<file path="src/inc/isd_pkg.sv">
// Shared constants and carrier types for the interrupt scan dispatcher.
package isd_pkg;

   localparam int unsigned CLK_HZ        = 40_000_000;
   localparam int unsigned TICK_MS       = 1;
   localparam int unsigned TICK_CYCLES   = CLK_HZ / 1000 * TICK_MS;

   localparam int unsigned NUM_CYC       = 4;
   localparam int unsigned NUM_INP       = 5;
   localparam int unsigned NUM_INP_SLOTS = 4;
   localparam logic [15:0] PERIOD_MIN    = 16'h0005;
   localparam logic [15:0] PERIOD_MAX    = 16'hea60;

   // Handler ids: cyclic slots first, then input terminals one, three, five, seven, nine.
   localparam logic [3:0]  ID_CYC_BASE   = 4'h0;
   localparam logic [3:0]  ID_INP_BASE   = 4'h4;
   localparam logic [3:0]  ID_NONE       = 4'hf;

   localparam logic [3:0]  ERR_NONE          = 4'h0;
   localparam logic [3:0]  ERR_INP_DUP       = 4'h1;
   localparam logic [3:0]  ERR_INP_UNDEF     = 4'h2;
   localparam logic [3:0]  ERR_CYC_DUP       = 4'h3;
   localparam logic [3:0]  ERR_CYC_UNDEF     = 4'h4;
   localparam logic [3:0]  ERR_RET_MISSING   = 4'h5;
   localparam logic [3:0]  ERR_RET_AREA      = 4'h6;
   localparam logic [3:0]  ERR_RET_COND      = 4'h7;
   localparam logic [3:0]  ERR_INP_RET       = 4'h8;
   localparam logic [3:0]  ERR_BUSY          = 4'h9;

   localparam logic [15:0] RST_PERIOD    = 16'h0000;
   localparam logic [15:0] RST_COUNT     = 16'h0000;

   typedef struct packed {
      logic        declared;
      logic [15:0] period_ms;
      logic        ret_present;
      logic        ret_area_ok;
      logic        ret_cond_ok;
   } isd_cyc_cfg_s;

   typedef struct packed {
      logic        declared;
      logic [3:0]  number;
      logic        entry_cond;
      logic        ret_present;
   } isd_inp_cfg_s;

   typedef struct packed {
      isd_cyc_cfg_s [NUM_CYC-1:0]       cyc;
      isd_inp_cfg_s [NUM_INP_SLOTS-1:0] inp;
   } isd_image_s;

   typedef enum logic [0:0] {
      ISD_IDLE,
      ISD_RUNNING
   } isd_state_e;

endpackage

</file>
<file path="src/rtl/isd_dispatcher.sv">
// Interrupt scan dispatcher: image checker, cyclic timers and input interrupt arbitration.
// Behaviour
// Run each cyclic handler at its period.
// Input handlers only on inputs 1,3,5,7,9.
// Input assertion in run starts its handler.
// Lower input number wins among inputs.
// Entry enabling condition is ignored.
// Input return resumes interrupted program.
// Supplier pairs every input entry with return.
// Supplier declares each input number once.
// Reject duplicate or undefined input handlers.
// Supplier puts condition on cyclic return.
// Reject missing, misplaced, bad-condition cyclic return.
// Each cyclic handler has own millisecond period.
// Shorter cyclic period has higher priority.
// Busy-time arrivals stay pending until return.
`timescale 1ns/1ps

module isd_dispatcher #(
   parameter int unsigned TICK_CYCLES = isd_pkg::TICK_CYCLES
) (
   input  wire logic               clk,
   input  wire logic               nrst,
   input  wire logic               run,
   input  wire logic               load_req,
   input  wire isd_pkg::isd_image_s image,
   input  wire logic               irq_input_one,
   input  wire logic               irq_input_three,
   input  wire logic               irq_input_five,
   input  wire logic               irq_input_seven,
   input  wire logic               irq_input_nine,
   input  wire logic               cyclic_handler_return,
   input  wire logic               input_handler_return,
   output logic                    load_done,
   output logic                    load_ok,
   output logic [3:0]              load_err,
   output logic                    handler_start,
   output logic [3:0]              handler_id,
   output logic                    handler_busy,
   output logic                    resume
);

   localparam int unsigned NC = isd_pkg::NUM_CYC;
   localparam int unsigned NI = isd_pkg::NUM_INP;
   localparam int unsigned NS = isd_pkg::NUM_INP_SLOTS;
   // Maps an input handler number to its terminal index; returns NI when the number is not a legal terminal.
   function automatic logic [2:0] inp_index(input logic [3:0] num);
      case (num)
         4'h1:    inp_index = 3'h0;
         4'h3:    inp_index = 3'h1;
         4'h5:    inp_index = 3'h2;
         4'h7:    inp_index = 3'h3;
         4'h9:    inp_index = 3'h4;
         default: inp_index = 3'h5;
      endcase
   endfunction
   // Image checker state.
   logic            load_done_q, load_done_d;
   logic            load_ok_q,   load_ok_d;
   logic [3:0]      load_err_q,  load_err_d;
   logic [NC-1:0]   cyc_en_q,    cyc_en_d;
   logic [NI-1:0]   inp_en_q,    inp_en_d;
   logic [15:0]     per_q [NC],  per_d [NC];
   logic [3:0]      chk_err;
   logic [NC-1:0]   chk_cyc_en;
   logic [NI-1:0]   chk_inp_en;
   logic [2:0]      idx;
   always_comb begin
      chk_err    = isd_pkg::ERR_NONE;
      chk_cyc_en = '0;
      chk_inp_en = '0;
      idx        = 3'h0;
      for (int s = 0; s < NS; s++) begin
         if (image.inp[s].declared) begin
            idx = inp_index(image.inp[s].number);
            if (idx == 3'h5) begin
               chk_err = isd_pkg::ERR_INP_UNDEF;
            end else if (chk_inp_en[idx]) begin
               chk_err = isd_pkg::ERR_INP_DUP;
            end else if (!image.inp[s].ret_present) begin
               chk_err = isd_pkg::ERR_INP_RET;
            end else begin
               chk_inp_en[idx] = 1'b1;
            end
         end
      end
      for (int c = 0; c < NC; c++) begin
         if (image.cyc[c].declared) begin
            if (image.cyc[c].period_ms < isd_pkg::PERIOD_MIN || image.cyc[c].period_ms > isd_pkg::PERIOD_MAX) begin
               chk_err = isd_pkg::ERR_CYC_UNDEF;
            end else if (!image.cyc[c].ret_present) begin
               chk_err = isd_pkg::ERR_RET_MISSING;
            end else if (!image.cyc[c].ret_area_ok) begin
               chk_err = isd_pkg::ERR_RET_AREA;
            end else if (!image.cyc[c].ret_cond_ok) begin
               chk_err = isd_pkg::ERR_RET_COND;
            end
            for (int o = 0; o < c; o++) begin
               if (image.cyc[o].declared && image.cyc[o].period_ms == image.cyc[c].period_ms) begin
                  chk_err = isd_pkg::ERR_CYC_DUP;
               end
            end
            chk_cyc_en[c] = 1'b1;
         end
      end
   end

   always_comb begin
      load_done_d = 1'b0;
      load_ok_d   = load_ok_q;
      load_err_d  = load_err_q;
      cyc_en_d    = cyc_en_q;
      inp_en_d    = inp_en_q;
      per_d       = per_q;
      if (load_req) begin
         load_done_d = 1'b1;
         if (run) begin
            load_ok_d  = 1'b0;
            load_err_d = isd_pkg::ERR_BUSY;
         end else if (chk_err != isd_pkg::ERR_NONE) begin
            // A rejected image never replaces the running configuration.
            load_ok_d  = 1'b0;
            load_err_d = chk_err;
         end else begin
            load_ok_d  = 1'b1;
            load_err_d = isd_pkg::ERR_NONE;
            cyc_en_d   = chk_cyc_en;
            inp_en_d   = chk_inp_en;
            for (int c = 0; c < NC; c++) begin
               per_d[c] = image.cyc[c].period_ms;
            end
         end
      end
   end

   always_ff @(posedge clk or negedge nrst) begin
      if (!nrst) begin
         load_done_q <= 1'b0;
         load_ok_q   <= 1'b0;
         load_err_q  <= isd_pkg::ERR_NONE;
         cyc_en_q    <= '0;
         inp_en_q    <= '0;
         per_q       <= '{default: isd_pkg::RST_PERIOD};
      end else begin
         load_done_q <= load_done_d;
         load_ok_q   <= load_ok_d;
         load_err_q  <= load_err_d;
         cyc_en_q    <= cyc_en_d;
         inp_en_q    <= inp_en_d;
         per_q       <= per_d;
      end
   end

   // Millisecond timebase, cyclic counters and pending flags.
   logic [$clog2(TICK_CYCLES)-1:0] div_q, div_d;
   logic                           tick;
   logic [15:0]                    cnt_q [NC],  cnt_d [NC];
   logic [NC-1:0]                  cpend_q, cpend_d;
   logic [NI-1:0]                  ipend_q, ipend_d;
   logic [NI-1:0]                  irq_prev_q;
   logic [NI-1:0]                  irq_v;
   logic [NC-1:0]                  cyc_fire;
   logic [NC-1:0]                  cyc_take;
   logic [NI-1:0]                  inp_take;
   assign irq_v = {irq_input_nine, irq_input_seven, irq_input_five, irq_input_three, irq_input_one};
   assign tick  = (div_q == ($clog2(TICK_CYCLES))'(TICK_CYCLES - 1));
   always_comb begin
      div_d    = run ? (tick ? '0 : div_q + 1'b1) : '0;
      cnt_d    = cnt_q;
      cyc_fire = '0;
      for (int c = 0; c < NC; c++) begin
         if (!run || !cyc_en_q[c]) begin
            cnt_d[c] = isd_pkg::RST_COUNT;
         end else if (tick && cnt_q[c] == per_q[c] - 16'h0001) begin
            cnt_d[c]    = isd_pkg::RST_COUNT;
            cyc_fire[c] = 1'b1;
         end else if (tick) begin
            cnt_d[c] = cnt_q[c] + 16'h0001;
         end
      end
      // A new event in the cycle its flag is taken keeps the flag set.
      cpend_d = run ? ((cpend_q & ~cyc_take) | cyc_fire) : '0;
      // Only the rising edge matters; any entry condition in the image is never consulted.
      ipend_d = run ? ((ipend_q & ~inp_take) | (irq_v & ~irq_prev_q & inp_en_q)) : '0;
   end

   always_ff @(posedge clk or negedge nrst) begin
      if (!nrst) begin
         div_q      <= '0;
         cpend_q    <= '0;
         ipend_q    <= '0;
         irq_prev_q <= '0;
         cnt_q      <= '{default: isd_pkg::RST_COUNT};
      end else begin
         div_q      <= div_d;
         cpend_q    <= cpend_d;
         ipend_q    <= ipend_d;
         irq_prev_q <= irq_v;
         cnt_q      <= cnt_d;
      end
   end

   // Dispatch: one handler at a time, no preemption, inputs ahead of cyclic handlers.
   isd_pkg::isd_state_e state_q, state_d;
   logic                start_q, start_d;
   logic [3:0]          id_q,    id_d;
   logic                resume_q, resume_d;
   logic                ret_ok;
   logic [15:0]         best_per;
   logic [NC-1:0]       cyc_sel;
   logic [NI-1:0]       inp_sel;
   always_comb begin
      inp_sel  = '0;
      cyc_sel  = '0;
      best_per = 16'hffff;
      for (int i = NI - 1; i >= 0; i--) begin
         if (ipend_q[i]) begin
            inp_sel = '0;
            inp_sel[i] = 1'b1;
         end
      end
      for (int c = 0; c < NC; c++) begin
         if (cpend_q[c] && per_q[c] <= best_per) begin
            best_per = per_q[c];
            cyc_sel  = '0;
            cyc_sel[c] = 1'b1;
         end
      end
   end
   // A return only counts when it matches the kind of handler now running.
   assign ret_ok = (id_q < isd_pkg::ID_INP_BASE) ? cyclic_handler_return : input_handler_return;
   always_comb begin
      state_d  = state_q;
      start_d  = 1'b0;
      id_d     = id_q;
      resume_d = 1'b0;
      cyc_take = '0;
      inp_take = '0;
      case (state_q)
         isd_pkg::ISD_IDLE: begin
            if (run && ipend_q != '0) begin
               inp_take = inp_sel;
               start_d  = 1'b1;
               state_d  = isd_pkg::ISD_RUNNING;
               for (int i = 0; i < NI; i++) begin
                  if (inp_sel[i]) begin
                     id_d = isd_pkg::ID_INP_BASE + 4'(i);
                  end
               end
            end else if (run && cpend_q != '0) begin
               cyc_take = cyc_sel;
               start_d  = 1'b1;
               state_d  = isd_pkg::ISD_RUNNING;
               for (int c = 0; c < NC; c++) begin
                  if (cyc_sel[c]) begin
                     id_d = isd_pkg::ID_CYC_BASE + 4'(c);
                  end
               end
            end
         end
         isd_pkg::ISD_RUNNING: begin
            // Dropping run abandons the handler, so no resume is signalled for it.
            if (!run || ret_ok) begin
               resume_d = run;
               state_d  = isd_pkg::ISD_IDLE;
               id_d     = isd_pkg::ID_NONE;
            end
         end
         default: begin
            state_d = isd_pkg::ISD_IDLE;
            id_d    = isd_pkg::ID_NONE;
         end
      endcase
   end
   always_ff @(posedge clk or negedge nrst) begin
      if (!nrst) begin
         state_q  <= isd_pkg::ISD_IDLE;
         start_q  <= 1'b0;
         id_q     <= isd_pkg::ID_NONE;
         resume_q <= 1'b0;
      end else begin
         state_q  <= state_d;
         start_q  <= start_d;
         id_q     <= id_d;
         resume_q <= resume_d;
      end
   end
   assign load_done     = load_done_q;
   assign load_ok       = load_ok_q;
   assign load_err      = load_err_q;
   assign handler_start = start_q;
   assign handler_id    = id_q;
   assign handler_busy  = (state_q == isd_pkg::ISD_RUNNING);
   assign resume        = resume_q;
endmodule

</file>
<file path="config.mk">
export PLATFORM = sky130hd
export DESIGN_NAME = isd_dispatcher
export DESIGN_NICKNAME = d
export VERILOG_FILES = /design/src/inc/isd_pkg.sv /design/src/rtl/isd_dispatcher.sv
export SDC_FILE = /design/constraint.sdc
export NUM_CORES = 1
export LEC_CHECK = 0
export BUFFER_PORTS_ARGS = -buffer_cell sky130_fd_sc_hd__buf_4
export CORE_ASPECT_RATIO = 1.4
export CORE_MARGIN = 4
export CORE_UTILIZATION = 50
export CTS_BUF_LIST = sky130_fd_sc_hd__clkbuf_4 sky130_fd_sc_hd__clkbuf_8 sky130_fd_sc_hd__clkbuf_16
export DETAILED_ROUTE_END_ITERATION = 10
export PLACE_DENSITY_LB_ADDON = 0.05
export SLEW_MARGIN = 20
export SYNTH_ARGS = -nofsm -noshare
export SYNTH_HDL_FRONTEND = slang
export SYNTH_SLANG_ARGS = --single-unit
</file>
<file path="constraint.sdc">
create_clock -name clk -period 7.7 [get_ports clk]
set_input_delay 0.77 -clock clk [delete_from_list [all_inputs] [get_ports clk]]
set_output_delay 0.77 -clock clk [all_outputs]
set_load 0.01 [all_outputs]
</file>
==> summary.md <==
The run finished with clean final reports. The max-cap violation count was 0; the portion of netlist area occupied by mux cells was 0.0949. Across the routed clock network, the largest skew measured is 9.89 ps. For the number of distinct library cells after synthesis, the log shows 98. Final hold analysis gives a worst-case slack of 417 ps. For the clock latency at the later pin of the worst-skew pair, the log shows 460 ps. The H-tree was split into 4 levels.

The final estimated routing congestion in global placement was 0.952. The floorplan die area came out at 33500 µm². For this run, the leading register cell type out of synthesis is sky130_fd_sc_hd__dfrtp_1. The finished layout cell area is 16300 µm², and the aggregate negative setup slack is 0 ps.

VDD sags by at most 0.000117 V. The share of flip-flops with an asynchronous set or reset was 1.00; the non-filler instance count after layout was 2113. The tools report the remaining design rule violation count as 0. The Yosys step of the flow raised 0 warnings.

By area, the combinational part of the netlist is dominated by simple AND/OR/NAND/NOR gates. The tools report the headroom to the max-slew limit as 0.192. The first global-routing pass estimated 69.3 mm of wire. In this run the worst path has a maximum fanout of 23. The chip height came out at 215 µm. Together, buffers and inverters on the worst path number 3. Endpoint class of the critical path: a flop.

The largest stage delay on the critical path is 470 ps. The synthesized design contains 0 enable-type register cells. TritonCTS built the clock tree. For this design the static power due to leakage is 0.00736 µW. The number of clock buffers added by TritonCTS is 17. Once placement completed, the tool counted placed cells totaling 2080.

The number of synthesized register bits was 180; the maximum number of pins on one net before global-route repair was 111. The tools report the final core utilization as 0.544. The synthesized-area fraction occupied by ao, oa, aoi and oai cells was 0.143. The transition at the pin with the smallest max-transition slack is 1210 ps. The tools report the number of I/O pins as 132. Buffers placed on the I/O ports in this run total 127. In this run, the number of DRC markers left after iteration 0 of detailed routing was 863. Synthesis produced 1664 cells. The slowest library cell on the worst path is sky130_fd_sc_hd__dfrtp_1. Dividing the detail-routed wire length by the instance count gives 20.7 µm.

The reg-to-reg endpoint is handler_id[1]. Before antenna repair, the detailed router went through 5 iterations. The run gives 0 as the count of final max-slew check failures. The mean instance size in the synthesized netlist came out at 9.19 µm². After synthesis the cells add up to 15300 µm². CTS saw 180 sinks.

The tightest min-delay check is of the in -> async type. The total overflow left after global routing is 0. The clock period could shrink to 7270 ps. Counting along the longest clock path gives a buffer depth of 2. Static timing analysis puts the maximum clock frequency at 138 MHz.

The fraction of the mapped netlist area in simple logic gates is 0.216. The standard-cell row count was 75; the count of cells along the worst register-to-register path was 34. The required time of the critical path was 8090 ps; the final-layout fill cell count was 2823. The logic depth of the worst setup path including buffers works out to 34. The logs give 0 for the count of final hold-check violations and 0 for the hold-fix buffer count after cts. The number of routed nets with antenna violations is 0, and the proportion of synthesized chip area in sequential cells is 0.295. The library cell used as clock root buffer was sky130_fd_sc_hd__clkbuf_16.

The net total in the final layout is 1890, and the horizontal die dimension is 156 µm. Leaving out fill and tap cells, the most frequent cells in the layout are sky130_fd_sc_hd__dfrtp_1, sky130_fd_sc_hd__o21ai_0, sky130_fd_sc_hd__buf_4. The period utilization was 0.944; the fraction of layout instances using a drive strength above 1 was 0.175. Detailed placement finished with a half-perimeter wire length of 33.5 mm.

Startpoint type of the worst setup path: a flop. For this design the ratio of total power to cell area is 181 nW/µm². For the initial antenna violation count, the log shows 1. In this run the register-to-register setup slack is 430 ps. The xor/xnor cell area share of the yosys netlist came out at 0.112. The number of vias per cell is 6.03.

The layout overhead on the synthesized area came out at 6.83%. Setup repair after global routing left no endpoint under its margin. The kind of cell with the highest combined delay on the critical path was compound AO/OA/AOI/OAI gates. The data arrival time of the critical path came out at 7660 ps. The startpoint identified for the worst register-to-register timing path is cpend_q[0]. The library cell used most frequently in the layout, excluding fill and tap cells, is sky130_fd_sc_hd__dfrtp_1. The number of nets produced by synthesis is 1840, and the initial standard-cell utilization of the core is 0.509.

The via count of the first global-routing pass is 12400, and the clock-pin transition on the worst setup and hold timing paths is 70 ps. The run gives 0 as the number of failing setup endpoints in the final timing report. The worst setup path is of the reg -> reg kind.

The core box area was 30000 µm²; the via total after detailed routing was 12700. Adder-cell share of the synthesized area: 0.0466. Routed wire length: 43.8 mm.

The logs give 15700 µm² for the post-placement cell area and 0.262 for the aggregate global-route resource usage.
==> registers in the layout, indices dropped and copies added, names as in the netlist, 4 cells and up <==
register and count:
inp_en_q 5, ipend_q 5, cyc_en_q 4, cpend_q 4, handler_id 4, div_q 16
load_err 4, cnt_q 64, irq_prev_q 5, per_q 64
==> area by class of cell <==
class	count	area (µm²)	area share
Clock buffer	22	482	0.0295
Multi-Input combinational cell	1305	9410	0.576
Timing Repair Buffer	138	1050	0.0646
Sequential cell	180	4510	0.276
Inverter	72	270	0.0165
Antenna cell	1	2.50	0.000153
Tap cell	385	482	0.0295
Clock inverter	10	123	0.00751
==> cells by family (layout without fill, tap and decap cells) <==
family                   count (synthesis)  count (layout)
buffers and inverters                  179             242
XOR/XNOR                               196             196
flip-flops                             180             180
adder cells (fa/ha/maj)                 57              57
AND/OR/NAND/NOR                        608             608
multiplexers                           107             107
other                                    0               1
AO/OA/AOI/OAI                          337             337
==> Yosys cell counts (all sizes together), types with 13 or more instances <==
library cell / n / area share
nand2: 129 / 0.032
xor2: 114 / 0.065
o31ai: 27 / 0.013
or4: 16 / 0.0083
and3: 48 / 0.020
a21o: 18 / 0.0088
nor3: 46 / 0.016
ha: 57 / 0.047
o21ai: 142 / 0.047
nor2b: 31 / 0.013
dfrtp: 176 / 0.29
nor4: 38 / 0.016
clkbuf: 48 / 0.016
inv: 72 / 0.018
mux2i: 13 / 0.0085
mux2: 94 / 0.086
xnor2: 82 / 0.047
nor2: 97 / 0.025
buf: 52 / 0.045
nand3: 55 / 0.019
a21oi: 42 / 0.014
nand4: 46 / 0.019
nand2b: 28 / 0.011
==> power breakdown <==
part	internal (µW)	total, µW	switching [µW]
clock	514	910	397
combinational	426	894	468
sequential	1020	1150	131
==> timing repair <==
item	in CTS	in global routing
endpoints found under the setup margin	0	6
gates resized for setup	0	4
setup buffers	0	0
==> worst max path at each step <==
stage	startpoint	to	slack (ps)
finish	cpend_q[0]	handler_id[1]	430
global route	cpend_q[0]	handler_id[1]	30
CTS	cpend_q[0]	cpend_q[0]	270
detailed placement	cpend_q[0]	cpend_q[0]	290
global placement	cpend_q[0]	handler_id[1]	380
floorplan	cpend_q[0]	handler_id[0]	560
==> through the flow <==
stage	worst slack [ps]	total power, µW
after floorplan	558	1830
after global placement	376	2030
after detailed placement	287	2060
after CTS	269	2970
after global routing	34.2	3110
final	434	2960
==> worst reg2reg max path, delay by kind of cell, from the launching register on <==
kind	cells	cell delay, ps
buffers and inverters	3	600
muxes	2	630
DFF	1	470
and+or+nand+nor	10	1630
adders and majority gates	3	800
AOI/OAI and AO/OA	16	3030
==> per-layer routing <==
layer,vias to the layer above,GRT usage,part of all wire
met2,416,0.430,0.48
met5,-,0,0
met1,6133,0.339,0.43
li1,6089,-,-
met4,0,0.114,0.039
met3,96,0.0427,0.052
Power figures use the tool's default switching activity.
